===== src/tcoc_consts.svh =====
// Register offsets, field positions and reset values of the compare-output timer.
// Assumes inclusion by bare name from the package and the design module.
`ifndef TCOC_CONSTS_SVH
`define TCOC_CONSTS_SVH

// Documented per-timer output mode control offsets
`define TCOC_T1_CTRL_A 12'h0080
`define TCOC_T3_CTRL_A 12'h0090
`define TCOC_T4_CTRL_A 12'h00a0
`define TCOC_T5_CTRL_A 12'h0120
// Offsets relative to the instance base
`define TCOC_OFS_CTRL_A 12'h0000
`define TCOC_OFS_CTRL_B 12'h0001
`define TCOC_OFS_CNT_L 12'h0004
`define TCOC_OFS_CNT_H 12'h0005
`define TCOC_OFS_TOP_L 12'h0006
`define TCOC_OFS_TOP_H 12'h0007
`define TCOC_OFS_CMP_L 12'h0008
`define TCOC_OFS_PIN_DIR 12'h000e
`define TCOC_OFS_PIN_DATA 12'h000f
`define TCOC_OFS_IRQ_STAT 12'h0010
`define TCOC_OFS_IRQ_EN 12'h0011
`define TCOC_OFS_IRQ_CLR 12'h0012
// Field positions
`define TCOC_MODE_A_HI 7
`define TCOC_MODE_B_HI 5
`define TCOC_MODE_C_HI 3
`define TCOC_WGM_LOW_HI 1
`define TCOC_WGM_HIGH_HI 4
`define TCOC_WGM_HIGH_LO 3
// Reset values
`define TCOC_CTRL_RESET 8'h00
`define TCOC_CNT_RESET 16'h0000
// Fixed TOP values and BOTTOM
`define TCOC_TOP_8BIT 16'h00ff
`define TCOC_TOP_9BIT 16'h01ff
`define TCOC_TOP_10BIT 16'h03ff
`define TCOC_MAX 16'hffff
`define TCOC_BOTTOM 16'h0000

`endif


===== src/tcoc_pkg.sv =====
// Types shared by the compare-output timer.
// Assumes tcoc_consts.svh sits in the same folder.
`include "tcoc_consts.svh"

package tcoc_pkg;
	// Counting family, one-hot
	typedef enum logic [4:0]
	{
		TCOC_NORMAL = 5'b00001,
		TCOC_CLEAR_ON_MATCH = 5'b00010,
		TCOC_FAST = 5'b00100,
		TCOC_PHASE = 5'b01000,
		TCOC_PHASE_FREQ = 5'b10000
	} tcoc_family_t;

	// Source of TOP
	typedef enum logic [4:0]
	{
		TCOC_TOP_FIXED_MAX = 5'b00001,
		TCOC_TOP_FIXED_8 = 5'b00010,
		TCOC_TOP_FIXED_9 = 5'b00100,
		TCOC_TOP_FIXED_10 = 5'b01000,
		TCOC_TOP_CMP_A = 5'b10000
	} tcoc_top_src_t;
endpackage : tcoc_pkg


===== src/tcoc_timer.sv =====
// Sixteen-bit timer with three compare outputs (A, B, C) and their pin control.
// Assumes a same-clock one-cycle timer tick from a prescaler and a plain register port.
//
// Strobed register access was chosen for this implementation.
`include "tcoc_consts.svh"

module tcoc_timer #(
	parameter logic [11:0] BASE = `TCOC_T1_CTRL_A,
	parameter int WIDTH = 16
) (
	input wire logic i_clk, // 50 MHz clock
	input wire logic i_rst_b, // Async reset, active low
	input wire logic i_timer_tick, // One-cycle count enable
	input wire logic [11:0] i_addr, // Register address
	input wire logic [7:0] i_wr_data, // Write data
	input wire logic i_wr, // Write strobe
	input wire logic i_rd, // Read strobe
	output logic [7:0] o_rd_data, // Read data, cycle after strobe
	output logic [2:0] o_pin_out, // Pin levels A, B, C
	output logic [2:0] o_pin_oe_b, // Pin driver enable, active low
	output logic [2:0] o_compare_out, // Raw compare outputs
	output tcoc_pkg::tcoc_family_t o_family, // Decoded counting family
	output logic o_irq // Level interrupt
);
	import tcoc_pkg::*;

	logic [7:0] ctrl_a_reg; // Output mode control
	logic [1:0] wgm_high_reg; // Upper waveform mode bits
	logic [WIDTH-1:0] cnt_reg; // Counter value
	logic [WIDTH-1:0] top_reg; // Register-defined TOP
	logic [WIDTH-1:0] cmp_buf_reg [3]; // Written compare values
	logic [WIDTH-1:0] cmp_reg [3]; // Active compare values
	logic down_reg; // Counting down in dual slope
	logic [2:0] oc_reg; // Compare output registers
	logic [2:0] dir_reg; // Pin direction bits
	logic [2:0] port_reg; // Normal port data
	logic [3:0] stat_reg; // Overflow, match A, B, C
	logic [3:0] irq_en_reg; // Interrupt enables
	logic [3:0] wgm; // Full waveform mode
	tcoc_family_t family; // Decoded family
	logic [WIDTH-1:0] top; // Current TOP
	logic at_top; // Counter equals TOP
	logic at_bottom; // Counter equals BOTTOM
	logic turn_bottom; // Dual slope leaving BOTTOM
	logic reload; // Compare buffers copied in
	logic ovf; // Overflow event this tick
	logic [2:0] match; // Compare equality per channel
	logic [2:0] hit; // Match event this tick
	logic [2:0] conn; // Channel drives its pin
	logic [2:0] oc_next; // Next compare outputs
	logic [3:0] ev; // Events into status
	logic wr_hit; // Any write this cycle
	logic [11:0] ofs; // Offset from base

	// Mode field of one channel
	function automatic logic [1:0] chan_mode(input logic [7:0] c, input int ch);
		chan_mode = c[`TCOC_MODE_A_HI-2*ch -: 2];
	endfunction : chan_mode

	// Family of a waveform mode
	function automatic tcoc_family_t family_of(input logic [3:0] m);
		case (m)
			4'h0, 4'hd: family_of = TCOC_NORMAL;
			4'h4, 4'hc: family_of = TCOC_CLEAR_ON_MATCH;
			4'h5, 4'h6, 4'h7, 4'he, 4'hf: family_of = TCOC_FAST;
			4'h8, 4'h9: family_of = TCOC_PHASE_FREQ;
			default: family_of = TCOC_PHASE;
		endcase
	endfunction : family_of

	// Where TOP comes from; fixed MAX otherwise, register TOP picked by the caller
	function automatic tcoc_top_src_t top_src_of(input logic [3:0] m);
		case (m)
			4'h1, 4'h5: top_src_of = TCOC_TOP_FIXED_8;
			4'h2, 4'h6: top_src_of = TCOC_TOP_FIXED_9;
			4'h3, 4'h7: top_src_of = TCOC_TOP_FIXED_10;
			4'h4, 4'h9, 4'hb, 4'hf: top_src_of = TCOC_TOP_CMP_A;
			default: top_src_of = TCOC_TOP_FIXED_MAX;
		endcase
	endfunction : top_src_of

	// Low mode bits from control A, high from control B
	assign wgm = {wgm_high_reg, ctrl_a_reg[`TCOC_WGM_LOW_HI:0]};
	assign family = family_of(wgm);
	assign o_family = family;
	assign ofs = i_addr - BASE;
	assign wr_hit = i_wr;

	// TOP selection; register TOP only for the modes that name it
	always_comb
	begin
		case (top_src_of(wgm))
			TCOC_TOP_FIXED_8: top = WIDTH'(`TCOC_TOP_8BIT);
			TCOC_TOP_FIXED_9: top = WIDTH'(`TCOC_TOP_9BIT);
			TCOC_TOP_FIXED_10: top = WIDTH'(`TCOC_TOP_10BIT);
			TCOC_TOP_CMP_A: top = cmp_reg[0];
			default:
			begin
				// Modes 8, 10, 12, 14 take TOP from the TOP register
				if (wgm == 4'h8 || wgm == 4'ha || wgm == 4'hc || wgm == 4'he)
					top = top_reg;
				else
					top = WIDTH'(`TCOC_MAX);
			end
		endcase
	end

	assign at_top = (cnt_reg == top);
	assign at_bottom = (cnt_reg == WIDTH'(`TCOC_BOTTOM));
	assign turn_bottom = down_reg && at_bottom;

	// Reload points: immediate outside PWM, TOP for fast and phase, BOTTOM for phase-freq
	always_comb
	begin
		case (family)
			TCOC_FAST, TCOC_PHASE: reload = i_timer_tick && at_top && !down_reg;
			TCOC_PHASE_FREQ: reload = i_timer_tick && turn_bottom;
			default: reload = 1'b1;
		endcase
	end

	// Overflow: MAX wrap, fast at TOP, dual slope at BOTTOM
	always_comb
	begin
		case (family)
			TCOC_FAST: ovf = i_timer_tick && at_top;
			TCOC_PHASE, TCOC_PHASE_FREQ: ovf = i_timer_tick && turn_bottom;
			default: ovf = i_timer_tick && (cnt_reg == WIDTH'(`TCOC_MAX));
		endcase
	end

	// Compare equality and tick-qualified match events
	always_comb
	begin
		for (int i = 0; i < 3; i++)
		begin
			match[i] = (cnt_reg == cmp_reg[i]);
			hit[i] = i_timer_tick && match[i];
		end
	end

	// Pin connection per channel
	always_comb
	begin
		for (int i = 0; i < 3; i++)
		begin
			case (chan_mode(ctrl_a_reg, i))
				2'b00: conn[i] = 1'b0;
				2'b01:
				begin
					// Toggle code connects every channel outside PWM, and only A in special PWM modes
					if (family == TCOC_FAST)
						conn[i] = (i == 0) && (wgm == 4'he || wgm == 4'hf);
					else if (family == TCOC_PHASE || family == TCOC_PHASE_FREQ)
						conn[i] = (i == 0) && (wgm == 4'h9 || wgm == 4'hb);
					else
						conn[i] = 1'b1;
				end
				default: conn[i] = 1'b1;
			endcase
		end
	end

	// Next compare output values
	always_comb
	begin
		oc_next = oc_reg;
		for (int i = 0; i < 3; i++)
		begin
			if (conn[i] && i_timer_tick)
			begin
				case (family)
					TCOC_FAST:
					begin
						if (chan_mode(ctrl_a_reg, i) == 2'b01)
						begin
							if (match[i])
								oc_next[i] = ~oc_reg[i];
						end
						else if (at_top)
							oc_next[i] = ~ctrl_a_reg[`TCOC_MODE_A_HI - 1 - 2 * i];
						else if (match[i] && cmp_reg[i] != top)
							oc_next[i] = ctrl_a_reg[`TCOC_MODE_A_HI - 1 - 2 * i];
					end
					TCOC_PHASE, TCOC_PHASE_FREQ:
					begin
						if (match[i])
						begin
							if (chan_mode(ctrl_a_reg, i) == 2'b01)
								oc_next[i] = ~oc_reg[i];
							else
								oc_next[i] = ctrl_a_reg[`TCOC_MODE_A_HI - 1 - 2 * i] ^ down_reg;
						end
					end
					default:
					begin
						if (match[i])
						begin
							if (chan_mode(ctrl_a_reg, i) == 2'b01)
								oc_next[i] = ~oc_reg[i];
							else
								oc_next[i] = ctrl_a_reg[`TCOC_MODE_A_HI - 1 - 2 * i];
						end
					end
				endcase
			end
		end
	end

	// Counter and direction, advanced only by the tick
	always_ff @(posedge i_clk or negedge i_rst_b)
	begin
		if (!i_rst_b)
		begin
			cnt_reg <= WIDTH'(`TCOC_CNT_RESET);
			down_reg <= 1'b0;
		end
		else if (wr_hit && ofs == `TCOC_OFS_CNT_L)
			cnt_reg[7:0] <= i_wr_data;
		else if (wr_hit && ofs == `TCOC_OFS_CNT_H)
			cnt_reg[WIDTH-1:8] <= i_wr_data[WIDTH-9:0];
		else if (i_timer_tick)
		begin
			case (family)
				TCOC_PHASE, TCOC_PHASE_FREQ:
				begin
					// Turn around at TOP and BOTTOM
					if (!down_reg && at_top)
					begin
						down_reg <= 1'b1;
						cnt_reg <= cnt_reg - WIDTH'(1);
					end
					else if (turn_bottom)
					begin
						down_reg <= 1'b0;
						cnt_reg <= cnt_reg + WIDTH'(1);
					end
					else if (down_reg)
						cnt_reg <= cnt_reg - WIDTH'(1);
					else
						cnt_reg <= cnt_reg + WIDTH'(1);
				end
				TCOC_NORMAL:
				begin
					down_reg <= 1'b0;
					cnt_reg <= cnt_reg + WIDTH'(1);
				end
				default:
				begin
					// Single slope wraps to BOTTOM after TOP
					down_reg <= 1'b0;
					cnt_reg <= at_top ? WIDTH'(`TCOC_BOTTOM) : cnt_reg + WIDTH'(1);
				end
			endcase
		end
	end

	// Control, TOP, pin and enable registers
	always_ff @(posedge i_clk or negedge i_rst_b)
	begin
		if (!i_rst_b)
		begin
			ctrl_a_reg <= `TCOC_CTRL_RESET;
			wgm_high_reg <= 2'b00;
			top_reg <= WIDTH'(`TCOC_CNT_RESET);
			dir_reg <= 3'b000;
			port_reg <= 3'b000;
			irq_en_reg <= 4'h0;
		end
		else if (wr_hit)
		begin
			case (ofs)
				`TCOC_OFS_CTRL_A: ctrl_a_reg <= i_wr_data;
				`TCOC_OFS_CTRL_B:
					wgm_high_reg <= i_wr_data[`TCOC_WGM_HIGH_HI:`TCOC_WGM_HIGH_LO];
				`TCOC_OFS_TOP_L: top_reg[7:0] <= i_wr_data;
				`TCOC_OFS_TOP_H: top_reg[WIDTH-1:8] <= i_wr_data[WIDTH-9:0];
				`TCOC_OFS_PIN_DIR: dir_reg <= i_wr_data[2:0];
				`TCOC_OFS_PIN_DATA: port_reg <= i_wr_data[2:0];
				`TCOC_OFS_IRQ_EN: irq_en_reg <= i_wr_data[3:0];
				default: ctrl_a_reg <= ctrl_a_reg;
			endcase
		end
	end

	// Compare buffers written by software, active copies at reload
	always_ff @(posedge i_clk or negedge i_rst_b)
	begin
		if (!i_rst_b)
		begin
			for (int i = 0; i < 3; i++)
			begin
				cmp_buf_reg[i] <= WIDTH'(`TCOC_CNT_RESET);
				cmp_reg[i] <= WIDTH'(`TCOC_CNT_RESET);
			end
		end
		else
		begin
			for (int i = 0; i < 3; i++)
			begin
				if (wr_hit && ofs == `TCOC_OFS_CMP_L + 12'(2*i))
					cmp_buf_reg[i][7:0] <= i_wr_data;
				if (wr_hit && ofs == `TCOC_OFS_CMP_L + 12'(2*i+1))
					cmp_buf_reg[i][WIDTH-1:8] <= i_wr_data[WIDTH-9:0];
				if (reload)
					cmp_reg[i] <= cmp_buf_reg[i];
			end
		end
	end

	// Compare output registers
	always_ff @(posedge i_clk or negedge i_rst_b)
	begin
		if (!i_rst_b)
			oc_reg <= 3'b000;
		else
			oc_reg <= oc_next;
	end

	// Sticky status; a new event wins over a clear in the same cycle
	assign ev = {hit[2], hit[1], hit[0], ovf};
	always_ff @(posedge i_clk or negedge i_rst_b)
	begin
		if (!i_rst_b)
			stat_reg <= 4'h0;
		else if (wr_hit && ofs == `TCOC_OFS_IRQ_CLR)
			stat_reg <= (stat_reg & ~i_wr_data[3:0]) | ev;
		else
			stat_reg <= stat_reg | ev;
	end

	// Read data, registered one cycle after the strobe
	always_ff @(posedge i_clk or negedge i_rst_b)
	begin
		if (!i_rst_b)
			o_rd_data <= 8'h00;
		else if (i_rd)
		begin
			case (ofs)
				`TCOC_OFS_CTRL_A: o_rd_data <= ctrl_a_reg;
				`TCOC_OFS_CTRL_B: o_rd_data <= {3'b000, wgm_high_reg, 3'b000};
				`TCOC_OFS_CNT_L: o_rd_data <= cnt_reg[7:0];
				`TCOC_OFS_CNT_H: o_rd_data <= cnt_reg[WIDTH-1:8];
				`TCOC_OFS_TOP_L: o_rd_data <= top_reg[7:0];
				`TCOC_OFS_TOP_H: o_rd_data <= top_reg[WIDTH-1:8];
				`TCOC_OFS_PIN_DIR: o_rd_data <= {5'b00000, dir_reg};
				`TCOC_OFS_PIN_DATA: o_rd_data <= {5'b00000, port_reg};
				`TCOC_OFS_IRQ_STAT: o_rd_data <= {4'h0, stat_reg};
				`TCOC_OFS_IRQ_EN: o_rd_data <= {4'h0, irq_en_reg};
				12'h0008: o_rd_data <= cmp_buf_reg[0][7:0];
				12'h0009: o_rd_data <= cmp_buf_reg[0][WIDTH-1:8];
				12'h000a: o_rd_data <= cmp_buf_reg[1][7:0];
				12'h000b: o_rd_data <= cmp_buf_reg[1][WIDTH-1:8];
				12'h000c: o_rd_data <= cmp_buf_reg[2][7:0];
				12'h000d: o_rd_data <= cmp_buf_reg[2][WIDTH-1:8];
				default: o_rd_data <= 8'h00; // Unmapped and clear register
			endcase
		end
		else
			o_rd_data <= 8'h00;
	end

	// Pin mux: compare output overrides port data, driver follows direction only
	assign o_compare_out = oc_reg;
	assign o_pin_out = (conn & oc_reg) | (~conn & port_reg);
	assign o_pin_oe_b = ~dir_reg;
	assign o_irq = |(stat_reg & irq_en_reg);
endmodule : tcoc_timer


===== config.mk =====
export PLATFORM = sky130hd
export DESIGN_NAME = tcoc_timer
export DESIGN_NICKNAME = d
export VERILOG_FILES = /design/src/tcoc_pkg.sv /design/src/tcoc_timer.sv
export VERILOG_INCLUDE_DIRS = /design/src
export SDC_FILE = /design/constraint.sdc
export NUM_CORES = 1
export LEC_CHECK = 0
export BUFFER_PORTS_ARGS = -buffer_cell sky130_fd_sc_hd__buf_2
export CORE_MARGIN = 4
export CORE_UTILIZATION = 61
export CTS_BUF_LIST = sky130_fd_sc_hd__clkbuf_4 sky130_fd_sc_hd__clkbuf_8 sky130_fd_sc_hd__clkbuf_16
export DETAILED_ROUTE_END_ITERATION = 7
export PLACE_DENSITY = 0.76
export SYNTH_ARGS = -nofsm -noshare
export SYNTH_HDL_FRONTEND = slang
export SYNTH_SLANG_ARGS = --single-unit

===== constraint.sdc =====
create_clock -name i_clk -period 4.5 [get_ports i_clk]
set_clock_uncertainty 0.05 [all_clocks]
set_input_delay 0.45 -clock i_clk [delete_from_list [all_inputs] [get_ports i_clk]]
set_output_delay 0.45 -clock i_clk [all_outputs]
set_load 0.01 [all_outputs]

==> summary.txt <==
Run status
  • Run status: completed

Route
  • Via total after detailed routing: around 10000
  • Count of nets left with antenna violations after detail routing: 0
  • First-pass DRT Iterations: 6
  • Drt initial violations: about 1500
  • Mean routed wirelength per cell: around 29 µm
  • Total length of routed wires: 40100 µm
  • Post-detailed-route DRC marker count: 0
  • Average via count per standard cell: 7.15

Finish
  • Commonest non-fill, non-tap cell in the layout: sky130_fd_sc_hd__dfrtp_1
  • Share of final-layout standard cells stronger than drive strength 1: 26.7%
  • Number of nets in the layout: 1181
  • Synth-to-layout area growth: 10.5%
  • Commonest non-fill, non-tap cells in the layout: 164 x sky130_fd_sc_hd__dfrtp_1, 118 x sky130_fd_sc_hd__mux2_2, 79 x sky130_fd_sc_hd__nand2_1

Place
  • Final weighted congestion in routability-driven placement: 1.07
  • Post-DP HPWL: ~29000 µm
  • Port Buf Inserts: 47

Timing
  • Pins Over Slew Limit: 0
  • Post-route worst hold slack: 0.0323 ns
  • Max Freq: 0.253 GHz
  • Final Hold Fails: 0
  • Slew at the pin closest to its max-slew limit: about 1.1 ns
  • Worst max-slew margin expressed relative to the limit: 26.4%
  • Share of the clock period used by the worst path: around 90%
  • RSZ-0062 raised after global routing: no
  • Final setup violation count: 0
  • Total negative setup slack: 0 ns
  • Min Clock Period, post-route: 3.95 ns

Synth
  • Synth Net Count: 1144
  • Mapped cell area: approximately 11000 µm²
  • Post-synth top flop: sky130_fd_sc_hd__dfrtp_1
  • Ys Warns: 0
  • Flop and latch count out of synthesis: about 160
  • Sequential-to-total area share from yosys stat: 37.0%
  • Async SR Flop Fraction: between 90% and 100%
  • Count of mapped cells out of synthesis: 1116
  • Mean cell area of the mapped netlist: between 9 and 10 µm²
  • Number of enable flip-flop cells after synthesis: 0
  • Post-synth cell types: 92

Worst setup path
  • Type of element launching the critical path: register
  • Cells along the critical path: or2_2 > nor2_4 > a2bb2oi_1 > xnor2_1 > nand4_4 > nor3_2 > a32o_1 > a21oi_4 > buf_12 > mux2_2
  • Setup Crit Path Kind: register to register
  • Dominant delay contributor by cell family on the critical path: compound AO/OA/AOI/OAI gates
  • Arrival time reported for the critical path endpoint: 4.22 ns
  • Count of buffering cells on the critical path with inverters included: 1
  • Capturing element type of the critical path: register
  • Worst stage delay on the critical path: 0.72 ns
  • Req. time, crit path: 4.77 ns
  • Slowest cell on the critical path: sky130_fd_sc_hd__dfrtp_1
  • Critical Path Fanout Max: 31

CTS
  • Buffer count from post-CTS setup fixing: 0
  • Sink Count: around 160
  • Number of H-tree levels: 4
  • Cts repair resizes: 0
  • Clock tree from TritonCTS: built
  • Total of hold buffers inserted after clock tree synthesis: 0
  • Clk pin slew, worst setup/hold paths: 0.08 ns
  • Worst skew pair latency: 0.44 ns
  • CTS Root Buffer Type: sky130_fd_sc_hd__clkbuf_16
  • TritonCTS Buffers: 17
  • CTS Buffer Depth: 2

Pwr
  • Largest voltage drop on the vdd net: 0.345 mV
  • Pwr per Cell Area: 323 nW/µm²
  • Total power: ~4.0 mW
  • Leakage power figure: 5.17 nW

Flow run
  • Reported max-cap violation count: 0

Die
  • Die Span Y: roughly 140 µm
  • Initial cell density of the core: slightly above 60%
  • Die Outline Area: around 20000 µm²
  • Top-level I/O count: 48
  • Horizontal extent of the die: roughly 140 µm
  • Row count: 49
  • CORE AREA: about 18000 µm²

Global routing
  • Number of global-route vias before repair: 9637
  • Antenna violations before repair: 0
  • Pin count of the biggest net entering global routing: 84
  • First-pass GRT wire length: 60500 µm
  • GRT overflow: 0
  • GRT Resource Usage Total: 39.8%

Min path
  • Kind of path behind the tightest hold check: input port to asynchronous set/reset pin
==> kinds of logic (layout without fill, tap and decap cells) <==
| kind of cell | count (synthesis) | count (layout) | synth area share [%] |
|---|---|---|---|
| AO/OA/AOI/OAI | 242 | 242 | 15.6 |
| XOR/XNOR | 95 | 95 | 7.56 |
| adder cells (fa/ha/maj) | 3 | 3 | 0.338 |
| buffers and inverters | 116 | 166 | 4.88 |
| flip-flops | 164 | 164 | 37.0 |
| multiplexers | 167 | 167 | 18.7 |
| other | 0 | 1 | 0 |
| AND/OR/NAND/NOR | 329 | 329 | 16.0 |
==> layout make-up <==
type | count | area [µm²]
antenna | 1 | 2.50
clock buffer | 17 | 425
clock inverter | 15 | 236
fill | 1357 | 5630
inverter | 41 | 154
multi-input combinational | 836 | 6460
sequential | 164 | 4100
tap | 229 | 287
timing repair buffer | 93 | 599
==> Yosys cell counts, drive strengths merged, types with 6 or more instances <==
cell | instances | area [µm²]
dfrtp | 164 | 4100
mux2 | 142 | 1670
nand2 | 79 | 297
xnor2 | 69 | 612
nor2 | 65 | 259
o21ai | 48 | 244
clkbuf | 45 | 169
inv | 41 | 154
a21oi | 37 | 189
buf | 30 | 219
nor3 | 27 | 145
nand3 | 26 | 135
xor2 | 26 | 228
nand4 | 25 | 171
nor4 | 21 | 144
a31oi | 20 | 131
a22oi | 18 | 135
a221oi | 14 | 123
a211oi | 13 | 97.6
mux2i | 13 | 130
and2 | 12 | 75.1
mux4 | 12 | 270
and3 | 11 | 68.8
o211ai | 9 | 67.6
a22o | 8 | 71.3
nand3b | 8 | 60.1
o2111ai | 8 | 70.1
or2 | 8 | 50.1
or4 | 8 | 63.8
nand2b | 7 | 43.8
o22ai | 7 | 43.8
o31ai | 7 | 66.3
a2111oi | 6 | 71.3
or3 | 6 | 42.5
==> path summary, 6_finish.rpt <==
path	end	slack (ns)	depth (start not counted)	start
worst max-delay path	cmp_reg[43]	0.55	10	wgm_high_reg[1]
worst min-delay path	top_reg[12]	0.03	1	i_rst_b
worst max register to register	cmp_reg[43]	0.55	10	wgm_high_reg[1]
worst min register to register	dir_reg[1]	0.46	1	dir_reg[1]
max in group asynchronous	cmp_buf_reg[14]	3.43	2	i_rst_b
min in group i_clk	top_reg[7]	0.42	3	i_wr_data[7]
==> where the power goes <==
group	total, mW	internal, mW	switching (mW)
combinational	0.628	0.257	0.371
clock	1.65	0.914	0.734
sequential	1.69	1.51	0.177
total	3.96	2.68	1.28
==> metrics by stage <==
step	std cells	worst slack (ns)	area (µm²)	util (%)
2_1_floorplan	1116	1.50	11100	-
3_3_place_gp	1363	0.783	11600	64.8
3_5_place_dp	1363	0.689	11600	64.8
4_1_cts	1395	0.669	12300	68.5
5_1_grt	1395	0.436	12300	68.5
6_report	1396	0.550	12300	68.5
==> per-layer routing <==
metal | wire length, µm | global-route usage [%]
met1 | 15400 | 53.9
met2 | 17500 | 59.4
met3 | 4540 | 8.77
met4 | 2660 | 22.7
met5 | 0 | 0
Power figures use the tool's default switching activity.
